===== src/port_a_pkg.sv =====
// Constants for the eight-bit port with alternate pin steering.
// Assumes one 50 MHz core clock and an 8-bit register port.
`default_nettype none

package port_a_pkg;

   ////////////////////////////////////////////////////////////////////
   // Bus shape
   localparam int unsigned ADDR_W     = 3;
   localparam int unsigned DATA_W     = 8;

   // Register offsets
   localparam logic [2:0]  OFF_PORT   = 3'h0;
   localparam logic [2:0]  OFF_DIR    = 3'h1;
   localparam logic [2:0]  OFF_LATCH  = 3'h2;
   localparam logic [2:0]  OFF_ANALOG = 3'h3;
   localparam logic [2:0]  OFF_STEER  = 3'h4;
   localparam logic [2:0]  OFF_BSET   = 3'h5;
   localparam logic [2:0]  OFF_BCLR   = 3'h6;

   ////////////////////////////////////////////////////////////////////
   // Reset values and implemented-bit masks
   localparam logic [7:0]  DIR_RST    = 8'hFF;
   localparam logic [7:0]  LATCH_RST  = 8'h00;
   localparam logic [7:0]  ANALOG_RST = 8'h2F;
   localparam logic [7:0]  ANALOG_MSK = 8'h2F;
   localparam logic [7:0]  STEER_RST  = 8'h00;
   localparam logic [7:0]  STEER_MSK  = 8'h03;

   // Field positions
   localparam int unsigned TMR_SEL_BIT = 1;
   localparam int unsigned CCP_SEL_BIT = 0;
   localparam int unsigned PRIO_PIN    = 6;

   // Synchroniser vector: port pins, then the four steered pins
   localparam int unsigned EXT_W      = 12;
   localparam int unsigned EXT_B4     = 8;
   localparam int unsigned EXT_B5     = 9;
   localparam int unsigned EXT_C1     = 10;
   localparam int unsigned EXT_E7     = 11;

endpackage : port_a_pkg

`default_nettype wire


===== src/port_a_with_pin_steering.sv =====
// Eight-bit bidirectional port with pin-6 output priority and a
// steering register for the timer-3 clock and capture-2 pins.
// Assumes a register master on clk; pins come from the board.
//
// The implementer's own choices: the register offsets and strobed register access.
`default_nettype none

// What this block does
// - Steering bit 1 picks timer-3 clock from B4 when one, B5 when zero
// - Steering bit 0 puts capture-2 on E7 when one, C1 when zero
// - Steering leaves direction alone; overrides follow selected pin
// - Upper six steering bits read zero and ignore writes
// - Eight pins, each with direction, latch and level bits
// - Direction one turns the pin driver off
// - Direction zero drives the pin from its latch bit
// - Port read gives pin levels; port write goes to the latch
// - Bit set and clear writes are read-modify-write from current pin levels
// - Direction still controls the driver in analog mode
// - Analog-select one makes digital reads of the pin zero
// - Analog select never changes digital outputs
// - Implemented analog-select bits come up set after reset
// - Highest priority enabled output function owns the pin
// - Pin 6: clock output, then oscillator output, then latch
// - Analog inputs live in analog mode; outputs still may drive
// - Latch read returns the latch, not the pins
module port_a_with_pin_steering (
   input  wire logic       clk,
   input  wire logic       arst_n,
   input  wire logic [2:0] addr,
   input  wire logic [7:0] wdata,
   input  wire logic       wr_stb,
   input  wire logic       rd_stb,
   output logic      [7:0] rdata,
   input  wire logic [7:0] pin_in,
   output logic      [7:0] pin_out,
   output logic      [7:0] pin_oe,
   output logic      [7:0] analog_enable,
   input  wire logic       clock_output_en,
   input  wire logic       clock_output_val,
   input  wire logic       osc_out_en,
   input  wire logic       osc_out_val,
   input  wire logic       portb_bit4_in,
   input  wire logic       portb_bit5_in,
   output logic            timer_three_clock_input,
   input  wire logic       portc_bit1_in,
   input  wire logic       porte_bit7_in,
   input  wire logic       capture_out_en,
   input  wire logic       capture_out_val,
   output logic            capture_compare_two_function,
   output logic            portc_bit1_ovr_en,
   output logic            portc_bit1_ovr_val,
   output logic            porte_bit7_ovr_en,
   output logic            porte_bit7_ovr_val
);

   ////////////////////////////////////////////////////////////////////
   // Declarations
   localparam int unsigned EW = port_a_pkg::EXT_W;

   logic [EW-1:0] sync1_reg;
   logic [EW-1:0] sync2_reg;
   logic [EW-1:0] sync3_reg;
   logic [EW-1:0] level_reg;
   logic [7:0]    dir_reg;
   logic [7:0]    latch_reg;
   logic [7:0]    analog_reg;
   logic [7:0]    steer_reg;
   logic [7:0]    port_read;
   logic [7:0]    rdata_next;
   logic [7:0]    out_next;
   logic [7:0]    oe_next;
   logic          wr_port;
   logic          wr_dir;
   logic          wr_latch;
   logic          wr_analog;
   logic          wr_steer;
   logic          wr_bset;
   logic          wr_bclr;

   ////////////////////////////////////////////////////////////////////
   // Write decode
   assign wr_port   = wr_stb && (addr == port_a_pkg::OFF_PORT);
   assign wr_dir    = wr_stb && (addr == port_a_pkg::OFF_DIR);
   assign wr_latch  = wr_stb && (addr == port_a_pkg::OFF_LATCH);
   assign wr_analog = wr_stb && (addr == port_a_pkg::OFF_ANALOG);
   assign wr_steer  = wr_stb && (addr == port_a_pkg::OFF_STEER);
   assign wr_bset   = wr_stb && (addr == port_a_pkg::OFF_BSET);
   assign wr_bclr   = wr_stb && (addr == port_a_pkg::OFF_BCLR);

   ////////////////////////////////////////////////////////////////////
   // Three-stage pin synchroniser
   always_ff @(posedge clk or negedge arst_n) begin
      if (!arst_n) begin
         sync1_reg <= '0;
         sync2_reg <= '0;
         sync3_reg <= '0;
      end else begin
         sync1_reg <= {porte_bit7_in, portc_bit1_in,
                       portb_bit5_in, portb_bit4_in, pin_in};
         sync2_reg <= sync1_reg;
         sync3_reg <= sync2_reg;
      end
   end

   // Accept a level once stages two and three agree
   always_ff @(posedge clk or negedge arst_n) begin
      if (!arst_n) begin
         level_reg <= '0;
      end else begin
         for (int i = 0; i < EW; i++) begin
            if (sync2_reg[i] == sync3_reg[i]) begin
               level_reg[i] <= sync3_reg[i];
            end
         end
      end
   end

   // Digital view of the pins; analog pins read zero
   assign port_read = level_reg[7:0] & ~analog_reg;

   ////////////////////////////////////////////////////////////////////
   // Direction register, one bit per pin
   always_ff @(posedge clk or negedge arst_n) begin
      if (!arst_n) begin
         dir_reg <= port_a_pkg::DIR_RST;
      end else if (wr_dir) begin
         dir_reg <= wdata;
      end
   end

   // Output latch: direct, port and bit-wise read-modify-write paths
   always_ff @(posedge clk or negedge arst_n) begin
      if (!arst_n) begin
         latch_reg <= port_a_pkg::LATCH_RST;
      end else if (wr_latch || wr_port) begin
         latch_reg <= wdata;
      end else if (wr_bset) begin
         latch_reg <= port_read | wdata;
      end else if (wr_bclr) begin
         latch_reg <= port_read & ~wdata;
      end
   end

   // Analog select, unimplemented bits held at zero
   always_ff @(posedge clk or negedge arst_n) begin
      if (!arst_n) begin
         analog_reg <= port_a_pkg::ANALOG_RST;
      end else if (wr_analog) begin
         analog_reg <= wdata & port_a_pkg::ANALOG_MSK;
      end
   end

   // Steering register, two live bits
   always_ff @(posedge clk or negedge arst_n) begin
      if (!arst_n) begin
         steer_reg <= port_a_pkg::STEER_RST;
      end else if (wr_steer) begin
         steer_reg <= wdata & port_a_pkg::STEER_MSK;
      end
   end

   ////////////////////////////////////////////////////////////////////
   // Read mux, answer in the following cycle
   always_comb begin
      rdata_next = 8'h00;
      case (addr)
         port_a_pkg::OFF_PORT:   rdata_next = port_read;
         port_a_pkg::OFF_DIR:    rdata_next = dir_reg;
         port_a_pkg::OFF_LATCH:  rdata_next = latch_reg;
         port_a_pkg::OFF_ANALOG: rdata_next = analog_reg;
         port_a_pkg::OFF_STEER:  rdata_next = steer_reg;
         default:                rdata_next = 8'h00;
      endcase
   end

   always_ff @(posedge clk or negedge arst_n) begin
      if (!arst_n) begin
         rdata <= 8'h00;
      end else if (rd_stb) begin
         rdata <= rdata_next;
      end else begin
         rdata <= 8'h00;
      end
   end

   ////////////////////////////////////////////////////////////////////
   // Pin drive with pin-6 priority; analog select plays no part
   always_comb begin
      out_next = latch_reg;
      oe_next  = ~dir_reg;
      if (clock_output_en) begin
         out_next[port_a_pkg::PRIO_PIN] = clock_output_val;
         oe_next[port_a_pkg::PRIO_PIN]  = 1'b1;
      end else if (osc_out_en) begin
         out_next[port_a_pkg::PRIO_PIN] = osc_out_val;
         oe_next[port_a_pkg::PRIO_PIN]  = 1'b1;
      end
   end

   always_ff @(posedge clk or negedge arst_n) begin
      if (!arst_n) begin
         pin_out       <= 8'h00;
         pin_oe        <= 8'h00;
         analog_enable <= 8'h00;
      end else begin
         pin_out       <= out_next;
         pin_oe        <= oe_next;
         analog_enable <= analog_reg;
      end
   end

   ////////////////////////////////////////////////////////////////////
   // Steered peripheral routing
   always_ff @(posedge clk or negedge arst_n) begin
      if (!arst_n) begin
         timer_three_clock_input      <= 1'b0;
         capture_compare_two_function <= 1'b0;
         portc_bit1_ovr_en            <= 1'b0;
         portc_bit1_ovr_val           <= 1'b0;
         porte_bit7_ovr_en            <= 1'b0;
         porte_bit7_ovr_val           <= 1'b0;
      end else begin
         timer_three_clock_input <=
            steer_reg[port_a_pkg::TMR_SEL_BIT] ?
            level_reg[port_a_pkg::EXT_B4] :
            level_reg[port_a_pkg::EXT_B5];
         capture_compare_two_function <=
            steer_reg[port_a_pkg::CCP_SEL_BIT] ?
            level_reg[port_a_pkg::EXT_E7] :
            level_reg[port_a_pkg::EXT_C1];
         porte_bit7_ovr_en  <= capture_out_en &&
            steer_reg[port_a_pkg::CCP_SEL_BIT];
         porte_bit7_ovr_val <= capture_out_val;
         portc_bit1_ovr_en  <= capture_out_en &&
            !steer_reg[port_a_pkg::CCP_SEL_BIT];
         portc_bit1_ovr_val <= capture_out_val;
      end
   end

   ////////////////////////////////////////////////////////////////////
   // Checks
   property p_steer_upper_zero;
      @(posedge clk) disable iff (!arst_n)
      (rd_stb && addr == port_a_pkg::OFF_STEER) |=> (rdata[7:2] == 6'h00);
   endproperty
   a_steer_upper_zero: assert property (p_steer_upper_zero)
      else $error("steering upper bits not zero");

   property p_timer_sel;
      @(posedge clk) disable iff (!arst_n)
      (steer_reg[1] && $stable(steer_reg)) |=>
      (timer_three_clock_input == $past(level_reg[8]));
   endproperty
   a_timer_sel: assert property (p_timer_sel)
      else $error("timer clock not taken from B4");

   property p_capture_route;
      @(posedge clk) disable iff (!arst_n)
      (capture_out_en && !steer_reg[0]) |=>
      (portc_bit1_ovr_en && !porte_bit7_ovr_en);
   endproperty
   a_capture_route: assert property (p_capture_route)
      else $error("capture override on wrong pin");

   property p_steer_keeps_dir;
      @(posedge clk) disable iff (!arst_n)
      (wr_steer && !wr_dir) |=> (dir_reg == $past(dir_reg));
   endproperty
   a_steer_keeps_dir: assert property (p_steer_keeps_dir)
      else $error("steering write changed direction");

   property p_input_off;
      @(posedge clk) disable iff (!arst_n)
      1'b1 |=> ((pin_oe[5:0] & $past(dir_reg[5:0])) == 6'h00);
   endproperty
   a_input_off: assert property (p_input_off)
      else $error("driver on for input pin");

   property p_drive_latch;
      @(posedge clk) disable iff (!arst_n)
      (dir_reg[0] == 1'b0) |=>
      (pin_oe[0] && pin_out[0] == $past(latch_reg[0]));
   endproperty
   a_drive_latch: assert property (p_drive_latch)
      else $error("output pin not driven from latch");

   property p_port_read;
      @(posedge clk) disable iff (!arst_n)
      (rd_stb && addr == port_a_pkg::OFF_PORT) |=>
      (rdata == ($past(level_reg[7:0]) & ~$past(analog_reg)));
   endproperty
   a_port_read: assert property (p_port_read)
      else $error("port read wrong");

   property p_rmw_set;
      @(posedge clk) disable iff (!arst_n)
      wr_bset |=> (latch_reg == ($past(port_read) | $past(wdata)));
   endproperty
   a_rmw_set: assert property (p_rmw_set)
      else $error("bit set did not use pin levels");

   property p_analog_out;
      @(posedge clk) disable iff (!arst_n)
      (!dir_reg[1] && analog_reg[1]) |=> pin_oe[1];
   endproperty
   a_analog_out: assert property (p_analog_out)
      else $error("analog select disabled driver");

   property p_pin6_prio;
      @(posedge clk) disable iff (!arst_n)
      clock_output_en |=>
      (pin_oe[6] && pin_out[6] == $past(clock_output_val));
   endproperty
   a_pin6_prio: assert property (p_pin6_prio)
      else $error("clock output lost pin 6");

   property p_latch_read;
      @(posedge clk) disable iff (!arst_n)
      (rd_stb && addr == port_a_pkg::OFF_LATCH) |=>
      (rdata == $past(latch_reg));
   endproperty
   a_latch_read: assert property (p_latch_read)
      else $error("latch read wrong");

   property p_dir_write;
      @(posedge clk) disable iff (!arst_n)
      wr_dir |=> (dir_reg == $past(wdata));
   endproperty
   a_dir_write: assert property (p_dir_write)
      else $error("direction write lost");

   property p_analog_unimpl;
      @(posedge clk) disable iff (!arst_n)
      wr_analog |=> ((analog_reg & ~port_a_pkg::ANALOG_MSK) == 8'h00);
   endproperty
   a_analog_unimpl: assert property (p_analog_unimpl)
      else $error("analog unimplemented bit set");

   c_osc_drive: cover property (@(posedge clk) disable iff (!arst_n)
      (osc_out_en && !clock_output_en) ##1 pin_oe[6]);
   c_steer_swap: cover property (@(posedge clk) disable iff (!arst_n)
      wr_steer ##1 $changed(steer_reg));
   c_rmw_clear: cover property (@(posedge clk) disable iff (!arst_n)
      wr_bclr ##1 $changed(latch_reg));

endmodule : port_a_with_pin_steering

`default_nettype wire


===== config.mk =====
export PLATFORM = sky130hd
export DESIGN_NAME = port_a_with_pin_steering
export DESIGN_NICKNAME = d
export VERILOG_FILES = /design/src/port_a_pkg.sv /design/src/port_a_with_pin_steering.sv
export SDC_FILE = /design/constraint.sdc
export NUM_CORES = 1
export LEC_CHECK = 0
export BUFFER_PORTS_ARGS = -buffer_cell sky130_fd_sc_hd__buf_2
export CORE_MARGIN = 4
export CORE_UTILIZATION = 51
export CTS_BUF_LIST = sky130_fd_sc_hd__clkbuf_8
export DETAILED_ROUTE_END_ITERATION = 12
export PLACE_DENSITY_LB_ADDON = 0.12
export SYNTH_ARGS = -nofsm -noshare
export SYNTH_HDL_FRONTEND = slang
export SYNTH_SLANG_ARGS = --single-unit
export TNS_END_PERCENT = 20

===== constraint.sdc =====
create_clock -name clk -period 1.1 [get_ports clk]
set_input_delay 0.22 -clock clk [delete_from_list [all_inputs] [get_ports clk]]
set_output_delay 0.22 -clock clk [all_outputs]
set_load 0.02 [all_outputs]

==> flow_metrics.env <==
export IMPL_status="finished with violations"
export IMPL_violations="setup timing"
export IMPL_required_ns=1.42
export IMPL_drt_vias_per_instance=4.890
export IMPL_synth_edf_count=0
export IMPL_final_cells=464
export IMPL_drive_gt1_share_pct=44.29
export IMPL_worst_setup_path_type="flop to flop"
export IMPL_n_antenna_cell=0
export IMPL_peakVddDrop_mv=1.001
export IMPL_cts_sinks=105
export IMPL_fp_dieH_um=93.45
export IMPL_setup_ws_ns=-0.05388
export IMPL_clkTransAtPathRegs_ns=0.10
export IMPL_drt_first_pass_iters=4
export IMPL_ant_nets=0
export IMPL_slew_viol_final=0
export IMPL_final_cell_mix="dfrtp_1, buf_2, buf_4"
export IMPL_synthCells=249
export IMPL_setup_viol=29
export IMPL_hold_end="portc_bit1_ovr_en"
export IMPL_reg2reg_slack_ns=-0.05
export IMPL_yosys_most_used_dff="dfrtp_1"
export IMPL_routed_wl_um=6733
export IMPL_crit_arrival_ns=1.47
export IMPL_crit_fanout=3
export IMPL_wl_per_cell_um=14.51
export IMPL_async_reset_ff_share_pct=100.0
export IMPL_path_cells="or3b_4, a211oi_2, o21a_1"
export IMPL_track_usage_pct=17.31
export IMPL_fin_skew_ns=0.01183
export IMPL_root_buffer="clkbuf_8"
export IMPL_synthTopCellsByArea="dfrtp_1, dfstp_2, maj3_1, a211oi_1, mux2_2"
export IMPL_grt_overflow=0
export IMPL_hold_depth=2
export IMPL_syn_area_per_cell_um2=14.95
export IMPL_coreArea_mm2=0.006944
export IMPL_place_area_mm2=0.004425
export IMPL_final_area_mm2=0.004862
export IMPL_first_global_vias=2331
export IMPL_ys_warn_count=0
export IMPL_portBuffers=67
export IMPL_hold_class="input pin to flop"
export IMPL_dr_first_iter_drc_count=38
export IMPL_routabilityCongestion=0.8055
export IMPL_dp_cells=432
export IMPL_synthToLayoutAreaGrowth_pct=30.58
export IMPL_fill_cells=512
export IMPL_layout_commonest_cell="dfrtp_1"
export IMPL_rr_startpoint="level_reg[1]"
export IMPL_nNetsFinal=396
export IMPL_cts_tree="yes"
export IMPL_synth_seq_cells=105
export IMPL_hold_start="capture_out_en"
export IMPL_max_freq_mhz=866.6
export IMPL_r2r_end="rdata[1]"
export IMPL_worstSetupEndpointType="flop"
export IMPL_worst_setup_path_start_kind="flop"
export IMPL_power_leakage_nw=2.196
export IMPL_clock_latency_ns=0.37
export IMPL_final_period_utilization_pct=104.9
export IMPL_initial_core_util_pct=53.62
export IMPL_yosysSeqAreaShare_pct=71.00
export IMPL_io_pins=71
export IMPL_antenna_found_initial=0
export IMPL_max_stage_delay_ns=0.39
export IMPL_grt_pass1_wl_um=11520
export IMPL_die_w_um=93.45
export IMPL_h_tree_depth=3
export IMPL_ys_types=36
export IMPL_critPathTopFamily="simple AND/OR/NAND/NOR gates"
export IMPL_die_area_mm2=0.008732
export IMPL_timing_final_crit_period_ns=1.154
export IMPL_cts_made_buffers=9
export IMPL_hpwlAfterDp_um=4706
export IMPL_max_cap_viol_count=0
export IMPL_path_buf_inv=0
export IMPL_rr_worst_depth=3
export IMPL_syn_area_mm2=0.003724
export IMPL_crit_slowest_cell="or3b_4"
export IMPL_grt_max_degree=36
export IMPL_row_count=30
export IMPL_yosysTopAreaCellShare_pct=61.83
export IMPL_via_count=2269
export IMPL_route_detailed_drc=0
export IMPL_clock_path_buffers=2
export IMPL_rsz0062_at_grt="true"
export IMPL_synth_area_leader_cell="dfrtp_1"
export IMPL_finalHoldViolCount=0
export IMPL_power_density_mw_per_mm2=1736
-- per-layer routing --
| layer | vias up | GRT usage (%) | wire, um |
|---|---|---|---|
| met2 | 61 | 27.52 | 3245 |
| met1 | 1104 | 22.99 | 2981 |
| met3 | 8 | 5.551 | 433 |
| met4 | 0 | 4.762 | 73 |
| li1 | 1096 | - | - |
| met5 | - | 0 | 0 |
-- through the flow --
stage / setup TNS [ns] / total power, mW / hold WS [ns] / util (%) / setup WS (ns)
finish: -0.4199 / 8.438 / 0.06951 / 70.02 / -0.05388
CTS: -1.013 / 8.494 / 0.06008 / 69.30 / -0.07868
detailed placement: -4.760 / 6.100 / 0.05581 / 63.73 / -0.2610
global route: -2.170 / 8.882 / 0.07703 / 70.02 / -0.1180
global placement: -4.345 / 6.058 / 0.05577 / 63.73 / -0.2105
floorplan: -0.1040 / 5.461 / -0.07559 / - / -0.01331
-- cells by family (layout without fill, tap and decap cells) --
logic type / Yosys count / in the layout / share of synthesized area [%]
multiplexers: 19 / 19 / 5.444
AND/OR/NAND/NOR: 42 / 42 / 7.762
AO/OA/AOI/OAI: 48 / 48 / 8.602
flip-flops: 105 / 105 / 71.00
other: 1 / 3 / 0.1007
adder cells (fa/ha/maj): 12 / 12 / 3.226
buffers and inverters: 22 / 139 / 3.864
-- area by class of cell --
| type | instances | area (um2) | share of cell area, % |
|---|---|---|---|
| clock buffers | 9 | 123.9 | 2.548 |
| clock inverters | 7 | 71.32 | 1.467 |
| inverters | 7 | 26.28 | 0.5404 |
| multi-input cells | 124 | 1017 | 20.92 |
| flip-flops and latches | 105 | 2644 | 54.37 |
| well taps | 96 | 120.1 | 2.470 |
| repair buffers | 116 | 859.6 | 17.68 |
-- report_power, final --
part	total [mW]	switching, mW	internal [mW]
Clock	2.27	1.39	0.884
Combinational	1.48	0.742	0.735
Sequential	4.69	0.277	4.41
-- how the worst max path moves through the flow --
stage / from / to / slack (ns) / cells after the start
after floorplan: addr[2] / latch_reg[0] / -0.01 / 6
after global placement: wr_stb / latch_reg[0] / -0.21 / 5
after detailed placement: wr_stb / latch_reg[1] / -0.26 / 5
after CTS: level_reg[1] / rdata[1] / -0.08 / 3
after global routing: level_reg[1] / rdata[1] / -0.12 / 3
final: level_reg[1] / rdata[1] / -0.05 / 3
-- worst register-to-register path, cell delays in order (launching register included) --
cell	delay [ns]
dfrtp_1	0.38
or3b_4	0.39
a211oi_2	0.20
o21a_1	0.13
-- synth_stat cells (2+ instances only) --
| master | instances |
|---|---|
| mux2_2 | 10 |
| o21ai_1 | 2 |
| a2bb2oi_1 | 2 |
| nor2_1 | 3 |
| or3b_1 | 4 |
| inv_1 | 7 |
| dfstp_2 | 13 |
| buf_1 | 2 |
| maj3_1 | 12 |
| dfrtp_1 | 92 |
| a31oi_1 | 8 |
| or4b_1 | 5 |
| buf_6 | 5 |
| o2bb2ai_1 | 2 |
| nor2b_1 | 3 |
| a211oi_1 | 16 |
| mux2i_1 | 9 |
| nor3b_1 | 3 |
| buf_4 | 6 |
| o21ai_0 | 14 |
| nand2b_1 | 3 |
| nand2_1 | 13 |
| o21a_1 | 2 |
-- timing repair --
action                                 in CTS  in global routing
setup endpoints to repair                  42                 43
endpoints found under the hold margin     106                  0
buffers inserted                            1                  1
hold buffers                               14                  0
pin swaps                                  11                  0
resized for setup                          13                 13
Note: power is estimated with default switching activity, not from simulation.
